## config.mk

```make
export PLATFORM = sky130hd
export DESIGN_NAME = interrupt_exception_unit
export DESIGN_NICKNAME = d
export VERILOG_FILES = /design/src/core/exc_pkg.sv /design/src/core/exc_classify.sv /design/src/core/interrupt_exception_unit.sv
export SDC_FILE = /design/constraint.sdc
export NUM_CORES = 1
export LEC_CHECK = 0
export ABC_AREA = 0
export BUFFER_PORTS_ARGS = -buffer_cell sky130_fd_sc_hd__buf_4
export CORE_MARGIN = 2
export CORE_UTILIZATION = 43
export DETAILED_ROUTE_END_ITERATION = 6
export PLACE_DENSITY_LB_ADDON = 0.12
export SYNTH_ARGS = -nofsm -noshare
export SYNTH_HDL_FRONTEND = slang
export SYNTH_SLANG_ARGS = --single-unit
```

## constraint.sdc

```tcl
create_clock -name clk_i -period 2.2 [get_ports clk_i]
set_input_delay 0.22 -clock clk_i [delete_from_list [all_inputs] [get_ports clk_i]]
set_output_delay 0.22 -clock clk_i [all_outputs]
set_load 0.05 [all_outputs]
```

## src/core/exc_pkg.sv

```systemverilog
// Functional notes
// - hardware interrupts taken after instruction completes; return to next instruction
// - faults serviced before offending instruction; traps reported right after it
// - fault return address is first byte of instruction including prefixes
// - aborts need not be precise and are not restartable
// - 256 vectors of 8-byte entries; 0-31 reserved, 224 for system
// - get vector, read gate, then push return address and flags; return restores
// - exceptions vector internally; maskable vector comes from acknowledge cycle
// - maskable taken only when request high, enable flag set, at boundary or string-move window
// - string moves open an interrupt window between individual moves
// - interrupt gate clears enable; trap keeps; task loads it; return restores
// - non-maskable request uses vector 2 without acknowledge cycle
// - non-maskable blocked until return or reset; one further request latched
// - table entry 2 gate type decides maskable blocking during non-maskable
// - software interrupt n uses vector n; breakpoint uses 3; exception class
// - non-maskable first at shared boundary, then maskable if still enabled
// - exception checks repeat each instruction, overlapped with execution
// - fault state kept so every faulting instruction can restart
// - exception while entering handler for vectors 10-13 raises double fault 8
// - vector table: faults 0,5,6,7,10-13,16; trap 4; aborts 8,9
// - debug vector 1 may report previous trap and next fault together
// - order: debug trap, non-maskable, maskable, debug fault, decode/segment faults
package exc_pkg;
   localparam int unsigned VEC_W         = 8;
   localparam int unsigned ADDR_W        = 32;
   localparam int unsigned ENTRY_BYTES   = 8;
   localparam int unsigned DESC_SHIFT    = 3;
   localparam logic [7:0]  VEC_DIVIDE    = 8'h00;
   localparam logic [7:0]  VEC_DEBUG     = 8'h01;
   localparam logic [7:0]  VEC_NMI       = 8'h02;
   localparam logic [7:0]  VEC_BREAK     = 8'h03;
   localparam logic [7:0]  VEC_OVERFLOW  = 8'h04;
   localparam logic [7:0]  VEC_DOUBLE    = 8'h08;
   localparam logic [7:0]  VEC_SEG_OVR   = 8'h09;
   localparam logic [7:0]  VEC_SEG_LO    = 8'h0A;
   localparam logic [7:0]  VEC_SEG_HI    = 8'h0D;
   localparam logic [7:0]  VEC_SYS_FIRST = 8'h20;

   typedef enum logic [1:0] {GATE_MASKABLE_IRQ_IN, GATE_TRAP, GATE_TASK} gate_t;
   typedef enum logic [1:0] {CLS_FAULT, CLS_TRAP, CLS_ABORT, CLS_MASKABLE_IRQ_IN} exc_class_t;

   // instruction-boundary view from the core
   typedef struct packed {
      logic              boundary;     // instruction retired
      logic              str_window;   // between string moves
      logic [ADDR_W-1:0] cur_addr;     // first byte incl. prefixes
      logic [ADDR_W-1:0] next_addr;
      logic              dbg_trap;
      logic              dbg_fault;
      logic              fault;        // decode/segment fault on next
      logic [VEC_W-1:0]  fault_vec;
      logic              trap;         // overflow trap of retired instr
      logic              soft_int;
      logic              soft_short;   // one-byte breakpoint form
      logic [VEC_W-1:0]  soft_vec;
   } core_evt_t;

   // entry request to the microcode sequencer
   typedef struct packed {
      logic              valid;
      logic [VEC_W-1:0]  vector;
      exc_class_t        cls;
      logic [ADDR_W-1:0] ret_addr;
      logic [ADDR_W-1:0] desc_addr;
      logic              restartable;
   } entry_t;
endpackage

```

## src/core/exc_classify.sv

```systemverilog
`timescale 1ns/10ps
`default_nettype none
module exc_classify
   import exc_pkg::*;
(
   input  wire logic [VEC_W-1:0] vec_i,
   output exc_class_t            cls_o,
   output logic                  seg_o
);
   always_comb begin
      seg_o = (vec_i >= VEC_SEG_LO) && (vec_i <= VEC_SEG_HI);
      unique case (vec_i)
         VEC_OVERFLOW, VEC_BREAK, VEC_DEBUG: cls_o = CLS_TRAP;
         VEC_DOUBLE, VEC_SEG_OVR:            cls_o = CLS_ABORT;
         default:                            cls_o = CLS_FAULT;
      endcase
   end
endmodule // exc_classify
`default_nettype wire

```

## src/core/interrupt_exception_unit.sv

```systemverilog
`timescale 1ns/10ps
`default_nettype none
module interrupt_exception_unit
   import exc_pkg::*;
(
   input  wire logic              clk_i,
   input  wire logic              arst_n_i,
   input  wire core_evt_t         evt_i,
   input  wire logic              maskable_irq_in_i,
   input  wire logic              nmi_i,
   input  wire logic              ack_valid_i,
   input  wire logic [VEC_W-1:0]  ack_vec_i,
   input  wire logic [ADDR_W-1:0] table_base_i,
   input  wire gate_t             gate_i,
   input  wire logic              gate_valid_i,
   input  wire logic              task_if_i,
   input  wire logic              entry_exc_i,
   input  wire logic              entry_done_i,
   input  wire logic              interrupt_return_instr_i,
   input  wire logic              saved_if_i,
   input  wire logic              set_if_i,
   input  wire logic              clr_if_i,
   output logic                   ack_req_o,
   output entry_t                 entry_o,
   output logic                   push_o,
   output logic                   busy_o,
   output logic                   if_o,
   output logic                   nmi_active_o
);
   // -------------------------------------------------------------
   // state
   // -------------------------------------------------------------
   typedef enum logic [2:0] {S_RUN, S_ACK, S_GATE, S_ENTER} st_t;
   st_t st_q, st_d;
   entry_t ent_q, ent_d;
   logic if_q, if_d;
   logic nmi_act_q, nmi_act_d;
   logic nmi_pend_q, nmi_pend_d;
   logic nmi_prev_q, nmi_prev_d;
   logic nmi_blk_int_q, nmi_blk_int_d;
   logic in_seg_q, in_seg_d;
   logic in_nmi_q, in_nmi_d;
   logic nmi_req_q, nmi_req_d;   // edge not taken in the cycle it is seen, waiting

   exc_class_t cls_w;
   logic       seg_w;
   logic [VEC_W-1:0] pick_vec;
   logic       nmi_edge, nmi_take, take_point, int_ok;

   exc_classify u_cls (
      .vec_i (pick_vec),
      .cls_o (cls_w),
      .seg_o (seg_w)
   );

   // -------------------------------------------------------------
   // selection
   // -------------------------------------------------------------
   assign nmi_edge   = nmi_i & ~nmi_prev_q;
   assign nmi_take   = nmi_edge | nmi_req_q;
   assign take_point = evt_i.boundary | evt_i.str_window;
   assign int_ok     = maskable_irq_in_i & if_q & ~(nmi_act_q & nmi_blk_int_q);

   always_comb begin
      pick_vec = VEC_DIVIDE;
      if (evt_i.dbg_trap)                         pick_vec = VEC_DEBUG;
      else if (evt_i.trap)                        pick_vec = VEC_OVERFLOW;
      else if (evt_i.soft_int)                    pick_vec = evt_i.soft_short ? VEC_BREAK : evt_i.soft_vec;
      else if (evt_i.dbg_fault)                   pick_vec = VEC_DEBUG;
      else if (evt_i.fault)                       pick_vec = evt_i.fault_vec;
   end

   always_comb begin
      st_d          = st_q;
      ent_d         = ent_q;
      ent_d.valid   = 1'b0;
      if_d          = if_q;
      nmi_act_d     = nmi_act_q;
      nmi_pend_d    = nmi_pend_q | (nmi_edge & nmi_act_q);
      nmi_req_d     = nmi_req_q | (nmi_edge & ~nmi_act_q);
      nmi_prev_d    = nmi_i;
      nmi_blk_int_d = nmi_blk_int_q;
      in_seg_d      = in_seg_q;
      in_nmi_d      = in_nmi_q;
      if (set_if_i) if_d = 1'b1;
      if (clr_if_i) if_d = 1'b0;
      unique case (st_q)
         S_RUN: begin
            if (interrupt_return_instr_i) begin
               if_d = saved_if_i;
               if (nmi_act_q && nmi_pend_q) begin
                  nmi_pend_d = nmi_edge;   // an edge in this cycle stays latched
                  in_nmi_d   = 1'b1;
                  ent_d.vector = VEC_NMI;
                  ent_d.cls    = CLS_MASKABLE_IRQ_IN;
                  ent_d.ret_addr = evt_i.next_addr;
                  st_d = S_GATE;
               end else begin
                  nmi_act_d  = 1'b0;
                  nmi_pend_d = 1'b0;
                  nmi_req_d  = nmi_req_q | nmi_edge;
               end
            end else if (evt_i.boundary && (evt_i.dbg_trap || evt_i.trap || evt_i.soft_int)) begin
               ent_d.vector   = pick_vec;
               ent_d.cls      = CLS_TRAP;
               ent_d.ret_addr = evt_i.next_addr;
               in_nmi_d = 1'b0;
               st_d = S_GATE;
            end else if (take_point && nmi_take && !nmi_act_q) begin
               nmi_req_d      = 1'b0;
               ent_d.vector   = VEC_NMI;
               ent_d.cls      = CLS_MASKABLE_IRQ_IN;
               ent_d.ret_addr = evt_i.next_addr;
               nmi_act_d = 1'b1;
               in_nmi_d  = 1'b1;
               st_d = S_GATE;
            end else if (take_point && int_ok) begin
               ent_d.cls      = CLS_MASKABLE_IRQ_IN;
               ent_d.ret_addr = evt_i.next_addr;
               in_nmi_d = 1'b0;
               st_d = S_ACK;
            end else if (evt_i.boundary && (evt_i.dbg_fault || evt_i.fault)) begin
               ent_d.vector   = pick_vec;
               ent_d.cls      = cls_w;
               ent_d.ret_addr = evt_i.cur_addr;
               in_nmi_d = 1'b0;
               st_d = S_GATE;
            end
         end
         S_ACK: if (ack_valid_i) begin
            ent_d.vector = ack_vec_i;
            st_d = S_GATE;
         end
         S_GATE: begin
            ent_d.desc_addr = table_base_i
                            + {{(ADDR_W-VEC_W-DESC_SHIFT){1'b0}}, ent_q.vector, {DESC_SHIFT{1'b0}}};
            if (gate_valid_i) begin
               unique case (gate_i)
                  GATE_MASKABLE_IRQ_IN: if_d = 1'b0;
                  GATE_TRAP: if_d = if_q;
                  GATE_TASK: if_d = task_if_i;
                  default:   if_d = if_q;
               endcase
               if (in_nmi_q) nmi_blk_int_d = (gate_i == GATE_MASKABLE_IRQ_IN);
               st_d = S_ENTER;
            end
         end
         S_ENTER: begin
            if (entry_exc_i) begin
               if (in_seg_q) begin
                  ent_d.vector = VEC_DOUBLE;
                  ent_d.cls    = CLS_ABORT;
                  in_seg_d     = 1'b0;
               end else begin
                  // nested fault is reported as a protection fault, itself a segment class
                  ent_d.vector = VEC_SEG_HI;
                  ent_d.cls    = CLS_FAULT;
                  in_seg_d     = 1'b1;
               end
               st_d = S_GATE;
            end else if (entry_done_i) begin
               ent_d.valid = 1'b1;
               in_seg_d    = 1'b0;
               st_d = S_RUN;
            end
         end
         default: st_d = S_RUN;
      endcase
      if (st_q == S_RUN && st_d == S_GATE) in_seg_d = seg_w && (ent_d.cls == CLS_FAULT);
      ent_d.restartable = (ent_d.cls != CLS_ABORT);
   end

   always_ff @(posedge clk_i or negedge arst_n_i) begin
      if (!arst_n_i) begin
         st_q          <= S_RUN;
         ent_q         <= '0;
         if_q          <= 1'b0;
         nmi_act_q     <= 1'b0;
         nmi_pend_q    <= 1'b0;
         nmi_prev_q    <= 1'b0;
         nmi_blk_int_q <= 1'b1;
         in_seg_q      <= 1'b0;
         in_nmi_q      <= 1'b0;
         nmi_req_q     <= 1'b0;
      end else begin
         st_q          <= st_d;
         ent_q         <= ent_d;
         if_q          <= if_d;
         nmi_act_q     <= nmi_act_d;
         nmi_pend_q    <= nmi_pend_d;
         nmi_prev_q    <= nmi_prev_d;
         nmi_blk_int_q <= nmi_blk_int_d;
         in_seg_q      <= in_seg_d;
         in_nmi_q      <= in_nmi_d;
         nmi_req_q     <= nmi_req_d;
      end
   end

   // -------------------------------------------------------------
   // outputs
   // -------------------------------------------------------------
   assign ack_req_o    = (st_q == S_ACK);
   assign push_o       = (st_q == S_ENTER);
   assign busy_o       = (st_q != S_RUN);
   assign entry_o      = ent_q;
   assign if_o         = if_q;
   assign nmi_active_o = nmi_act_q;

   // -------------------------------------------------------------
   // assertions
   // -------------------------------------------------------------
   a_nmi_vector: assert property (@(posedge clk_i) disable iff (!arst_n_i)
      (st_q == S_RUN && !interrupt_return_instr_i && take_point && nmi_take && !nmi_act_q
       && !(evt_i.boundary && (evt_i.dbg_trap || evt_i.trap || evt_i.soft_int)))
      |=> (st_q == S_GATE && ent_q.vector == VEC_NMI)) else $error("nmi vector wrong");
   a_nmi_no_ack: assert property (@(posedge clk_i) disable iff (!arst_n_i)
      (st_q == S_GATE && in_nmi_q) |-> !ack_req_o) else $error("ack during nmi");
   a_int_gate_if: assert property (@(posedge clk_i) disable iff (!arst_n_i)
      (st_q == S_GATE && gate_valid_i && gate_i == GATE_MASKABLE_IRQ_IN && !set_if_i) |=> !if_q)
      else $error("interrupt gate kept enable");
   a_trap_gate_if: assert property (@(posedge clk_i) disable iff (!arst_n_i)
      (st_q == S_GATE && gate_valid_i && gate_i == GATE_TRAP && !set_if_i && !clr_if_i) |=> if_q == $past(if_q))
      else $error("trap gate changed enable");
   a_task_gate_if: assert property (@(posedge clk_i) disable iff (!arst_n_i)
      (st_q == S_GATE && gate_valid_i && gate_i == GATE_TASK && !set_if_i && !clr_if_i) |=> if_q == $past(task_if_i))
      else $error("task gate enable wrong");
   a_return_if: assert property (@(posedge clk_i) disable iff (!arst_n_i)
      (st_q == S_RUN && interrupt_return_instr_i) |=> if_q == $past(saved_if_i))
      else $error("return did not restore enable");
   a_mask_needs_if: assert property (@(posedge clk_i) disable iff (!arst_n_i)
      (st_q == S_RUN ##1 st_q == S_ACK) |-> $past(if_q) && $past(maskable_irq_in_i))
      else $error("maskable taken while disabled");
   a_mask_off: assert property (@(posedge clk_i) disable iff (!arst_n_i)
      (st_q == S_RUN && !if_q) |=> st_q != S_ACK) else $error("maskable taken with enable clear");
   a_mask_point: assert property (@(posedge clk_i) disable iff (!arst_n_i)
      (st_q == S_RUN && !take_point) |=> st_q != S_ACK) else $error("maskable taken off boundary");
   a_str_window: assert property (@(posedge clk_i) disable iff (!arst_n_i)
      (st_q == S_RUN && !interrupt_return_instr_i && evt_i.str_window && !evt_i.boundary
       && int_ok && !nmi_take) |=> st_q == S_ACK) else $error("string window ignored");
   a_ack_hold: assert property (@(posedge clk_i) disable iff (!arst_n_i)
      (st_q == S_ACK && !ack_valid_i) |=> st_q == S_ACK) else $error("acknowledge left early");
   a_ack_vector: assert property (@(posedge clk_i) disable iff (!arst_n_i)
      (st_q == S_ACK && ack_valid_i) |=> (st_q == S_GATE && ent_q.vector == $past(ack_vec_i)))
      else $error("acknowledge vector lost");
   a_trap_ret: assert property (@(posedge clk_i) disable iff (!arst_n_i)
      (st_q == S_RUN && !interrupt_return_instr_i && evt_i.boundary && (evt_i.dbg_trap || evt_i.trap || evt_i.soft_int))
      |=> (st_q == S_GATE && ent_q.cls == CLS_TRAP && ent_q.ret_addr == $past(evt_i.next_addr))) else $error("trap entry wrong");
   a_debug_first: assert property (@(posedge clk_i) disable iff (!arst_n_i)
      (st_q == S_RUN && !interrupt_return_instr_i && evt_i.boundary && evt_i.dbg_trap)
      |=> ent_q.vector == VEC_DEBUG) else $error("debug trap not first");
   a_fault_ret: assert property (@(posedge clk_i) disable iff (!arst_n_i)
      (st_q == S_GATE && ent_q.cls == CLS_FAULT && $past(st_q) == S_RUN) |-> ent_q.ret_addr == $past(evt_i.cur_addr))
      else $error("fault return address wrong");
   a_fault_restart: assert property (@(posedge clk_i) disable iff (!arst_n_i)
      (ent_q.valid && ent_q.cls == CLS_FAULT) |-> ent_q.restartable) else $error("fault not restartable");
   a_double_fault: assert property (@(posedge clk_i) disable iff (!arst_n_i)
      (st_q == S_ENTER && entry_exc_i && in_seg_q) |=> ent_q.vector == VEC_DOUBLE && ent_q.cls == CLS_ABORT)
      else $error("double fault missing");
   a_desc_addr: assert property (@(posedge clk_i) disable iff (!arst_n_i)
      (st_q == S_GATE) |=> ent_q.desc_addr == $past(table_base_i) + ENTRY_BYTES * $past(ent_q.vector))
      else $error("descriptor address wrong");
   a_gate_wait: assert property (@(posedge clk_i) disable iff (!arst_n_i)
      (st_q == S_GATE && !gate_valid_i) |=> st_q == S_GATE) else $error("gate read skipped");
   a_valid_pulse: assert property (@(posedge clk_i) disable iff (!arst_n_i)
      ent_q.valid |=> !ent_q.valid) else $error("entry valid held");
   a_valid_source: assert property (@(posedge clk_i) disable iff (!arst_n_i)
      ent_q.valid |-> $past(st_q) == S_ENTER && $past(entry_done_i)) else $error("entry valid without entry");
   a_nmi_hold: assert property (@(posedge clk_i) disable iff (!arst_n_i)
      (nmi_act_q && !interrupt_return_instr_i) |=> nmi_act_q) else $error("nmi released without return");
   a_nmi_latch: assert property (@(posedge clk_i) disable iff (!arst_n_i)
      (nmi_act_q && nmi_edge) |=> (nmi_pend_q || nmi_req_q)) else $error("nested nmi lost");
   a_nmi_blocks: assert property (@(posedge clk_i) disable iff (!arst_n_i)
      (st_q == S_RUN && nmi_act_q && nmi_blk_int_q) |=> st_q != S_ACK) else $error("maskable during blocked nmi");
   a_abort_norst: assert property (@(posedge clk_i) disable iff (!arst_n_i)
      ent_q.cls == CLS_ABORT |-> !ent_q.restartable) else $error("abort restartable");
   a_break_vec: assert property (@(posedge clk_i) disable iff (!arst_n_i)
      (st_q == S_RUN && !interrupt_return_instr_i && evt_i.boundary && evt_i.soft_int
       && evt_i.soft_short && !evt_i.dbg_trap && !evt_i.trap) |=> ent_q.vector == VEC_BREAK)
      else $error("breakpoint vector wrong");

   // -------------------------------------------------------------
   // coverage
   // -------------------------------------------------------------
   c_nmi: cover property (@(posedge clk_i) disable iff (!arst_n_i) st_q == S_GATE && in_nmi_q);
   c_window: cover property (@(posedge clk_i) disable iff (!arst_n_i)
      st_q == S_RUN && evt_i.str_window && !evt_i.boundary ##1 st_q == S_ACK);
   c_ack: cover property (@(posedge clk_i) disable iff (!arst_n_i) st_q == S_ACK ##1 st_q == S_GATE);
   c_dbl: cover property (@(posedge clk_i) disable iff (!arst_n_i) ent_q.vector == VEC_DOUBLE);
   c_pend: cover property (@(posedge clk_i) disable iff (!arst_n_i) nmi_pend_q && interrupt_return_instr_i);
endmodule // interrupt_exception_unit
`default_nettype wire

```

==> impl_metrics.tcl, run 1 <==
set metrics [dict create \
    outcome "finished with violations" \
    failed_checks "setup timing" \
    crit_path_start_kind "flip-flop" \
    clock_tree.htree_level_count 3 \
    layout-area-overhead-vs-synth_pct 46.5 \
    tritoncts.num_buffers 9 \
    period_needed_ps 2210 \
    io_pins 224 \
    drc_errors 0 \
    p_leak_uw 0.00339 \
    seq_power_share_pct 26.9 \
    synth_enable_flop_cells 0 \
    postRouteAntennaNets 0 \
    first_global_vias 4969 \
    synth.top_cells.by_area "dfrtp_1, a21oi_1, a22oi_1, o21ai_0, nand2_1" \
    switching_power_uw 5150 \
    initial_core_util_pct 43.7 \
    setup_viol 1 \
    grt_start_max_net_pins 67 \
    drt_pass1_iterations 4 \
    post_drt_wl_per_cell_um 16.0 \
    grt_util_all_layers_pct 23.6 \
    clock_latency_on_the_worst_skew_pair_ps 340 \
    final_layout_size_suffix_gt1_share_pct 39.3 \
    ys_types 73 \
    rsz0062_at_grt "yes" \
    timing.final.max_slew_violations 0 \
    antenna_found_initial 0 \
    first_iter_violations 244 \
    synthesis.nets 681 \
    detailroute.via_count 4940 \
    capturing_element_type_of_the_critical_path "flip-flop" \
    p_sw_share_pct 49.9 \
    most-common-layout-cells "buf_4, dfrtp_1, nand2_1" \
    detailedPlacementHpwl_um 11200 \
    dieWidth_um 111 \
    yosys_register_bits 87 \
    timing_hold_violations_final 0 \
    combPwrFrac_pct 58.1 \
    layout_worst_path_cycle_share_pct 101 \
    cts.root.buffer_cell "clkbuf_16" \
    crit_fanout 3 \
    synth_largest_type_area_fraction_pct 43.5 \
    portion_of_the_post_synthesis_area_used_by_sequential_elements_pct 44.0 \
    overflow 0 \
    clock-sinks 87 \
    clock_skew_ps 7.74 \
    clkTransAtPathRegs_ps 70 \
    achievable-frequency_mhz 452 \
    power.ir.vdd_worst_mv 0.934 \
    detail_route.vias_per_cell 5.44 \
    syn_inst 529 \
    clock_power_share_pct 14.9 \
    mostFrequentLayoutCell "buf_4" \
    rows 39 \
    p_per_area_nw_per_um2 1420 \
    placement.io_buffers 223 \
    core-area_um2 11300 \
    antenna_cells 0 \
    worst-endpoint-arrival_ps 2490 \
    ctsLongestPathBuffers 2 \
    synthesis.area_um2 4950 \
    num-fill-cells 989 \
    power_uw 10300 \
    cts_tree "built" \
    avgSynthCellArea_um2 9.36 \
    nets 912 \
    warning_count_from_the_yosys_run 0 \
    holdCritPathClass "in2reg" \
    placer_congestion_estimate 0.875 \
    cellInternalPower_uw 5180 \
    path_class "reg2reg" \
    asyncSetResetFlopFracSynth_pct 100 \
    post_route_hold_slack_ps 38.1 \
    measured_slew_at_the_worst_slew_check_pin_ps 617 \
    die_height_um 111 \
    fp.dieArea_um2 12400 \
    finalWorstSetupSlack_ps -12.1 \
    wl_um 14600 \
    detailedPlace.worstSlack_ps -17.6 \
    synth_top_cell_by_area "dfrtp_1" \
    grt_pass1_wl_um 24000 \
    timing.max_slew.rel_slack_pct 58.8 \
    synth-main-ff-cell "dfrtp_1" \
    crit_required_ps 2480 \
    max-cap-violations 0 \
    finalCoreUtilization_pct 64.1 \
]
[synthesized netlist by cell type, types with 2 or more instances]
cell       number
nand2_1        57
buf_2           8
buf_6           2
and4_1          3
o2111ai_1       9
nor3_1          4
and2_1          2
a31oi_1         3
xor2_1         20
o21ai_1         3
mux2_2         10
a22oi_1        33
a32o_1          4
o31ai_1         4
a2bb2oi_1       3
nor2_1         45
ha_1            8
buf_4           4
nand4b_1        2
o21ai_0        43
nand2b_1        7
a21oi_1        51
a211oi_1        3
a32oi_1         3
o211ai_1        4
o22ai_1         4
a21o_1          4
and3_1          8
mux2i_1         6
nor2_4          2
o21a_1          2
clkbuf_1       12
xnor2_1         6
nor2b_1         6
inv_1          11
nand4_1         5
nand3_1         5
nor4_1          2
a31o_2          2
dfrtp_1        86
[stage by stage]
| stage | setup TNS (ps) | cells | instance area [um^2] |
|---|---|---|---|
| 6_report | -12.1 | 908 | 7250 |
| 5_1_grt | -713 | 908 | 7250 |
| 4_1_cts | 0 | 906 | 7230 |
| 3_5_place_dp | -30.2 | 887 | 6900 |
| 3_3_place_gp | 0 | 887 | 6900 |
| 2_1_floorplan | -151 | 529 | 4990 |
[critical path: stages (launching register included)]
cell	delay [ps]
dfrtp_2	390
ha_4	150
inv_2	40
fa_2	340
nand2b_4	150
a211oi_2	190
o31a_1	210
o21ai_2	80
or4_1	530
nand3_1	80
[sequential cells by signal, indices dropped and copies added, names as in the netlist]
name / flops
entry_o: 76
nmi_blk_int_q: 1
st_q: 3
nmi_pend_q: 1
if_o: 1
in_seg_q: 1
nmi_req_q: 1
nmi_prev_q: 1
nmi_active_o: 1
in_nmi_q: 1
[what timing repair did]
| action | in CTS | in global routing |
|---|---|---|
| hold endpoints to repair | 44 | 0 |
| hold buffers | 2 | 0 |
| resized for setup | 5 | 11 |
| pin swaps | 1 | 4 |
| buffers inserted | 1 | 2 |
| setup endpoints to repair | 7 | 19 |
[logic make-up after synthesis]
group	share of synthesized area (%)
mux	3.49
buf+inv	3.87
xor+xnor	4.60
simple gates	15.8
compound gates	25.8
fa+ha+maj	2.43
flops	44.0
other cells	0.0757
[routing by layer]
| metal | part of all wire, % | track usage (%) |
|---|---|---|
| met2 | 50 | 39.6 |
| met1 | 42 | 30.4 |
| met4 | 2.5 | 10.1 |
| met3 | 5.4 | 3.66 |
| met5 | 0 | 0 |
[power groups by stage]
stage | Clock [uW] | Sequential [uW] | Combinational, uW
after floorplan | 0 | 5080 | 1730
after global placement | 0 | 2780 | 5870
after detailed placement | 0 | 2810 | 5970
after CTS | 1580 | 2780 | 6010
after global routing | 1650 | 2870 | 6380
final | 1540 | 2780 | 6000
[path summary, 6_finish.rpt]
check | start | end | cells after the start | slack [ps]
worst max register to register | entry_o[67] | entry_o[28] | 9 | -10
max in group asynchronous | arst_n_i | entry_o[27] | 3 | 1100
worst min register to register | entry_o[13] | entry_o[13] | 2 | 480
worst max-delay path | entry_o[67] | entry_o[28] | 9 | -10
worst min-delay path | gate_i[1] | nmi_blk_int_q | 2 | 40
min in group asynchronous | arst_n_i | entry_o[16] | 2 | 430
[layout make-up]
type,count,area [um^2],area share (%)
inverters,13,48.8,0.673
well taps,143,179,2.47
clock inverters,6,68.8,0.949
multi-input cells,402,2630,36.3
flip-flops and latches,87,2180,30.1
repair buffers,247,1910,26.4
clock buffers,10,229,3.16
Power figures use the tool's default switching activity.
==> run 2, diff against run 1 <==
- clock period: 2.2 -> 1.8 ns (I/O delays scaled with it)
==> run 2 against run 1 <==
- cell count up 8.7%
- utilization up 12 points
- worst setup slack worse by 370 ps
- highest routed layer unchanged
- routed wire length up 20%
- the flow still finishes with violations (setup timing)
- critical path type unchanged
- final area up 18%
==> impl_metrics.tcl, run 2 (same netlist as run 1, synthesis figures left out) <==
set metrics [dict create \
    outcome "finished with violations" \
    failed_checks "setup timing" \
    largest_register_ffs 76 \
    cellInternalPower_uw 7280 \
    finalSetupTns_ps -5980 \
    first_global_vias 5307 \
    max-cap-violations 0 \
    crit_fanout 9 \
    finalWorstSetupSlack_ps -379 \
    switching_power_uw 6980 \
    detailedPlace.worstSlack_ps -382 \
    postRouteAntennaNets 0 \
    cts_tree "built" \
    worst_hold_path.endpoint "nmi_blk_int_q" \
    detail_route.vias_per_cell 5.47 \
    placer_congestion_estimate 0.870 \
    finalCoreUtilization_pct 75.7 \
    layout-area-overhead-vs-synth_pct 73.0 \
    antenna_found_initial 0 \
    wl_um 17400 \
    reg2reg_to "entry_o[30]" \
    io_pins 224 \
    clock_tree.htree_level_count 3 \
    path_class "reg2reg" \
    crit_path_start_kind "flip-flop" \
    grt_start_max_net_pins 67 \
    crit_required_ps 2070 \
    seq_power_share_pct 24.2 \
    timing_hold_violations_final 0 \
    placement.io_buffers 223 \
    post_route_hold_slack_ps 11.8 \
    final_layout_size_suffix_gt1_share_pct 55.2 \
    detailroute.via_count 5397 \
    worst_hold_startpoint "gate_i[0]" \
    globalRoute.busiestLayer "met2" \
    drt_pass1_iterations 5 \
    core-area_um2 11300 \
    p_per_area_nw_per_um2 1670 \
    layout_worst_path_cycle_share_pct 121 \
    measured_slew_at_the_worst_slew_check_pin_ps 499 \
    overflow 0 \
    power.ir.vdd_worst_mv 1.54 \
    cts.root.buffer_cell "clkbuf_16" \
    clkTransAtPathRegs_ps 70 \
    ctsLongestPathBuffers 2 \
    critical_path_cell_list "ha_4 -> inv_2 -> fa_2 -> nand2b_4 -> a211oi_2 -> o31a_1 -> buf_6 -> o2111ai_1 -> xor2_1 -> o21ai_1" \
    p_leak_uw 0.00390 \
    worstRegToRegCells 10 \
    clock_power_share_pct 12.5 \
    timing.final.max_slew_violations 0 \
    regToRegStartpoint "entry_o[67]" \
    rows 39 \
    detailedPlacementHpwl_um 12100 \
    nets 991 \
    setup.reg_to_reg.worst_slack_ps -380 \
    num-fill-cells 803 \
    antenna_cells 0 \
    grt_pass1_wl_um 25200 \
    most-common-layout-cells "buf_4, dfrtp_1, nand2_1" \
    critPathSlowestCell "dfrtp_2" \
    dieWidth_um 111 \
    first_iter_violations 385 \
    combPwrFrac_pct 63.3 \
    rsz0062_at_grt "yes" \
    clock_skew_ps 8.26 \
    grt_util_all_layers_pct 24.7 \
    setup_viol 62 \
    post_drt_wl_per_cell_um 17.6 \
    capturing_element_type_of_the_critical_path "flip-flop" \
    timing.max_slew.rel_slack_pct 66.7 \
    instances_no_fill 987 \
    initial_core_util_pct 43.7 \
    achievable-frequency_mhz 459 \
    tritoncts.num_buffers 9 \
    drc_errors 0 \
    die_height_um 111 \
    crit_path_max_incr_delay_ps 390 \
    mostFrequentLayoutCell "buf_4" \
    worst-endpoint-arrival_ps 2450 \
    grt_util_met3_pct 4.43 \
    p_sw_share_pct 48.9 \
    clock-sinks 87 \
    holdCritPathClass "in2reg" \
    clock_latency_on_the_worst_skew_pair_ps 350 \
    met2_usage_pct 45.2 \
    dp_cells 936 \
    met1_track_demand_over_resource_pct 29.4 \
    period_needed_ps 2180 \
    worstHoldPathCells 2 \
    fp.dieArea_um2 12400 \
]
[run 2: cell count changes in the layout (fill, tap and decap cells not counted), moves of 11 or more]
cell / previous run / this run
buf_4: 240 / 292
o21ai_1: 14 / 25
a22oi_1: 33 / 1
a22oi_2: 0 / 32
buf_6: 1 / 17
o21ai_0: 32 / 17
a21oi_1: 50 / 35
a21oi_2: 1 / 13
[run 2: what timing repair did]
item / in CTS / in global routing
pin swaps: 21 / 93
buffers inserted: 3 / 21
cloned: 0 / 10
gates resized for setup: 28 / 79
hold endpoints to repair: 16 / 0
setup endpoints to repair: 31 / 66
hold buffers: 3 / 0
[run 2: final cells by class]
class                           count  area, um^2  share of cell area, %
Multi-Input combinational cell    402        3140                   36.6
Timing Repair Buffer              326        2720                   31.8
Sequential cell                    87        2190                   25.6
Clock buffer                       12         246                   2.88
Tap cell                          143         179                   2.09
Inverter                           13        57.6                  0.672
Clock inverter                      4        30.0                  0.351
[run 2: layer usage]
layer  wire [um]  vias to the layer above
met1        6930                     2602
met5           0                        -
li1            -                     2563
met3         879                       31
met2        9250                      201
met4         353                        0
[run 2: through the flow]
stage	cell area (um^2)	total power (uW)
floorplan	5150	8450
CTS	7830	13100
global route	8570	14900
detailed placement	7410	11200
finish	8570	14300
global placement	7410	11100
[run 2: power groups by stage]
| stage | clock [uW] | sequential, uW | combinational [uW] |
|---|---|---|---|
| floorplan | 0 | 6240 | 2210 |
| global placement | 0 | 3420 | 7640 |
| detailed placement | 0 | 3470 | 7770 |
| CTS | 1800 | 3440 | 7900 |
| global route | 1900 | 3550 | 9460 |
| finish | 1790 | 3450 | 9030 |
[run 2: worst max path at each step]
stage | from | cells past startpoint | slack (ps) | end
after CTS | entry_o[67] | 10 | -420 | entry_o[30]
final | entry_o[67] | 10 | -380 | entry_o[30]
after detailed placement | entry_o[67] | 10 | -380 | entry_o[30]
after global placement | entry_o[67] | 10 | -290 | entry_o[24]
after global routing | entry_o[67] | 10 | -500 | entry_o[30]
after floorplan | entry_o[67] | 10 | -540 | entry_o[28]
[run 2: worst max-delay path: cells and delay by family (launching register included)]
kind | cells | cell delay [ps]
XOR/XNOR | 1 | 170
adder cells (fa/ha/maj) | 2 | 490
AO/OA/AOI/OAI | 4 | 690
AND/OR/NAND/NOR | 1 | 150
flip-flops | 1 | 390
buffers and inverters | 2 | 200
==> run 3, diff against run 2 <==
--- a/config.mk
+++ b/config.mk
@@ -7,6 +7,6 @@
 export LEC_CHECK = 0
-export ABC_AREA = 0
+export ABC_AREA = 1
 export BUFFER_PORTS_ARGS = -buffer_cell sky130_fd_sc_hd__buf_4
 export CORE_MARGIN = 2
-export CORE_UTILIZATION = 43
+export CORE_UTILIZATION = 44
 export DETAILED_ROUTE_END_ITERATION = 6
==> constraint.sdc (replaced) <==
create_clock -name clk_i -period 1.8 [get_ports clk_i]
set_input_delay 0.27 -clock clk_i [delete_from_list [all_inputs] [get_ports clk_i]]
set_output_delay 0.27 -clock clk_i [all_outputs]
set_load 0.05 [all_outputs]
==> run 3 against run 2 <==
- the flow still finishes with violations (setup timing)
- first-iteration DRC count is 8.1% higher
- cell count is 18% higher
- sequential power is 4% higher
- register-to-register slack better by 190 ps
- sequential share of layout area is 0.39 points lower
- synthesized cell count is 39% higher
- worst hold slack better by 37 ps
- clock-buffer cell count stayed put
- utilization is 3.0 points lower
- combinational power is 2.9% lower
- critical path type unchanged
- critical endpoint is now entry_o[12]
- largest cell class unchanged
- highest routed layer unchanged
==> impl_metrics.tcl, run 3 <==
set metrics [dict create \
    outcome "finished with violations" \
    failed_checks "setup timing" \
    die_height_um 114 \
    critPathSlowestCell "dfrtp_2" \
    most-common-layout-cells "buf_4, nand2_1, dfrtp_1" \
    crit_fanout 3 \
    clkTransAtPathRegs_ps 60 \
    io_pins 224 \
    dpl_cell_area_um2 7680 \
    synth_compound_gate_area_share_pct 16.9 \
    crit_path_start_kind "flip-flop" \
    capturing_element_type_of_the_critical_path "flip-flop" \
    layout_worst_path_cycle_share_pct 111 \
    mostFrequentLayoutCell "buf_4" \
    drt_pass1_iterations 5 \
    first_global_vias 6039 \
    postRouteAntennaNets 0 \
    holdCritPathClass "in2reg" \
    num-fill-cells 934 \
    warning_count_from_the_yosys_run 0 \
    path_class "reg2reg" \
    period_needed_ps 1990 \
    worstRegToRegCells 10 \
    grt_util_all_layers_pct 27.1 \
    simple_gate_area_share_of_the_yosys_netlist_pct 30.0 \
    grt_pass1_wl_um 28400 \
    yosys_register_bits 87 \
    clock_latency_on_the_worst_skew_pair_ps 350 \
    clock_tree.htree_level_count 3 \
    achievable-frequency_mhz 502 \
    largest_register_ffs 76 \
    finalWorstSetupSlack_ps -190 \
    rows 40 \
    p_per_area_nw_per_um2 1630 \
    path_common_cell "buf_4" \
    tritoncts.num_buffers 9 \
    final_layout_size_suffix_gt1_share_pct 43.8 \
    syn_inst 735 \
    synth_enable_flop_cells 0 \
    max-cap-violations 0 \
    ctsLongestPathBuffers 2 \
    synthesis.nets 887 \
    wl_um 18700 \
    synth-xor-area-share_pct 2.78 \
    crit_path_max_incr_delay_ps 390 \
    worst_hold_path.endpoint "nmi_prev_q" \
    worstHoldPathCells 1 \
    detailedPlace.worstSlack_ps -222 \
    synth.top_cells.by_area "dfrtp_1, nand2_1, nand3_1, a21oi_1, nor2_1" \
    worst_hold_startpoint "nmi_i" \
    synthesis.area_um2 5350 \
    detail_route.vias_per_cell 5.52 \
    antenna_cells 0 \
    path_buf_inv 3 \
    placement.io_buffers 223 \
    synth_common_cells "nand2_1, dfrtp_1, nor2_1" \
    grt_start_max_net_pins 38 \
    post_drt_wl_per_cell_um 16.0 \
    setup.reg_to_reg.worst_slack_ps -190 \
    timing_hold_violations_final 0 \
    drc_errors 0 \
    synth_top_family_by_area "simple AND/OR/NAND/NOR gates" \
    clock_skew_ps 8.62 \
    dp_cells 1128 \
    regToRegStartpoint "entry_o[67]" \
    top_count_cell_post_synth "nand2_1" \
    asyncSetResetFlopFracSynth_pct 100 \
    nets 1167 \
    largest_delay_share_family_worst_path "compound AO/OA/AOI/OAI gates" \
    p_leak_uw 0.00413 \
    overflow 0 \
    power.ir.vdd_worst_mv 1.05 \
    core-area_um2 12000 \
    initial_core_util_pct 44.8 \
    crit_required_ps 2020 \
    cts_tree "built" \
    antenna_found_initial 0 \
    synth_largest_type_area_fraction_pct 40.2 \
    detailroute.via_count 6445 \
    critical_path_cell_list "ha_4 -> inv_2 -> fa_2 -> o21ai_4 -> buf_4 -> a21boi_2 -> o21ai_2 -> buf_4 -> xnor2_1 -> o21ai_0" \
    synth.mux.area_fraction_pct 0 \
    placer_congestion_estimate 0.969 \
    synth-main-ff-cell "dfrtp_1" \
    first_iter_violations 416 \
    fp.dieArea_um2 13100 \
    portion_of_the_post_synthesis_area_used_by_sequential_elements_pct 40.7 \
    setup_viol 43 \
    cts.root.buffer_cell "clkbuf_16" \
    clock-sinks 87 \
    final_design_area_no_fill_um2 8690 \
    post_route_hold_slack_ps 48.4 \
    synth_top_cell_by_area "dfrtp_1" \
    synthAdderAreaFrac_pct 2.24 \
    reg2reg_to "entry_o[12]" \
    layout-area-overhead-vs-synth_pct 62.4 \
    detailedPlacementHpwl_um 13200 \
    ys_types 47 \
    rsz0062_at_grt "yes" \
    timing.final.max_slew_violations 0 \
    instances_no_fill 1167 \
    worst-endpoint-arrival_ps 2210 \
    dieWidth_um 114 \
    avgSynthCellArea_um2 7.28 \
]
-- run 3: final cells by class --
type	instances	area, um^2	area share [%]
Clock buffer	12	256	2.95
Timing Repair Buffer	299	2390	27.5
Tap cell	147	184	2.12
Sequential cell	87	2190	25.2
Inverter	63	241	2.78
Multi-Input combinational cell	555	3400	39.1
Clock inverter	4	30.0	0.345
-- run 3: cell families after synthesis --
group / count (synthesis)
compound gates: 160
xor+xnor: 17
fa+ha+maj: 9
buf+inv: 94
flops: 87
other cells: 1
simple gates: 367
-- run 3: per-layer routing --
metal | track usage (%) | wire (um) | vias to the layer above
met5 | 0 | 0 | -
met4 | 11.3 | 555 | 0
met3 | 5.66 | 1230 | 53
met2 | 48.2 | 9770 | 305
met1 | 31.7 | 7100 | 3036
li1 | - | - | 3051
-- run 3: worst register-to-register path, stage by stage, from the launching register on --
cell and delay (ps):
dfrtp_2 390, ha_4 140, inv_2 40, fa_2 360, o21ai_4 160, buf_4 150, a21boi_2 80, o21ai_2 180
buf_4 140, xnor2_1 120, o21ai_0 90
-- run 3: power breakdown --
group | total [uW] | switching (uW) | internal, uW
logic | 8770 | 5640 | 3120
clock network | 1830 | 815 | 1020
registers | 3590 | 714 | 2870
-- run 3: worst max-delay path by stage --
stage                 from           to  slack (ps)  cells after the start
2_1_floorplan  entry_o[67]  entry_o[30]        -310                     12
3_3_place_gp     evt_i[87]  entry_o[69]        -190                     11
3_5_place_dp   entry_o[67]  entry_o[30]        -220                     12
4_1_cts        entry_o[67]  entry_o[32]        -140                     11
5_1_grt        entry_o[67]  entry_o[32]        -250                     11
6_report       entry_o[67]  entry_o[12]        -190                     10
-- run 3: per-stage QoR --
step                      TNS, ps  utilization (%)  power, uW
after floorplan             -2040                -       8530
after global placement      -1890             64.2      11100
after detailed placement    -4130             64.2      11300
after CTS                    -917             67.8      13200
after global routing        -7370             72.7      14900
final                       -3300             72.7      14200
-- run 3: timing repair --
item / in CTS / in global routing
setup endpoints to repair: 14 / 65
hold buffers: 1 / 0
gates resized for setup: 22 / 106
buffers inserted: 6 / 10
gates cloned: 1 / 5
pin swaps: 12 / 19
hold endpoints to repair: 25 / 0
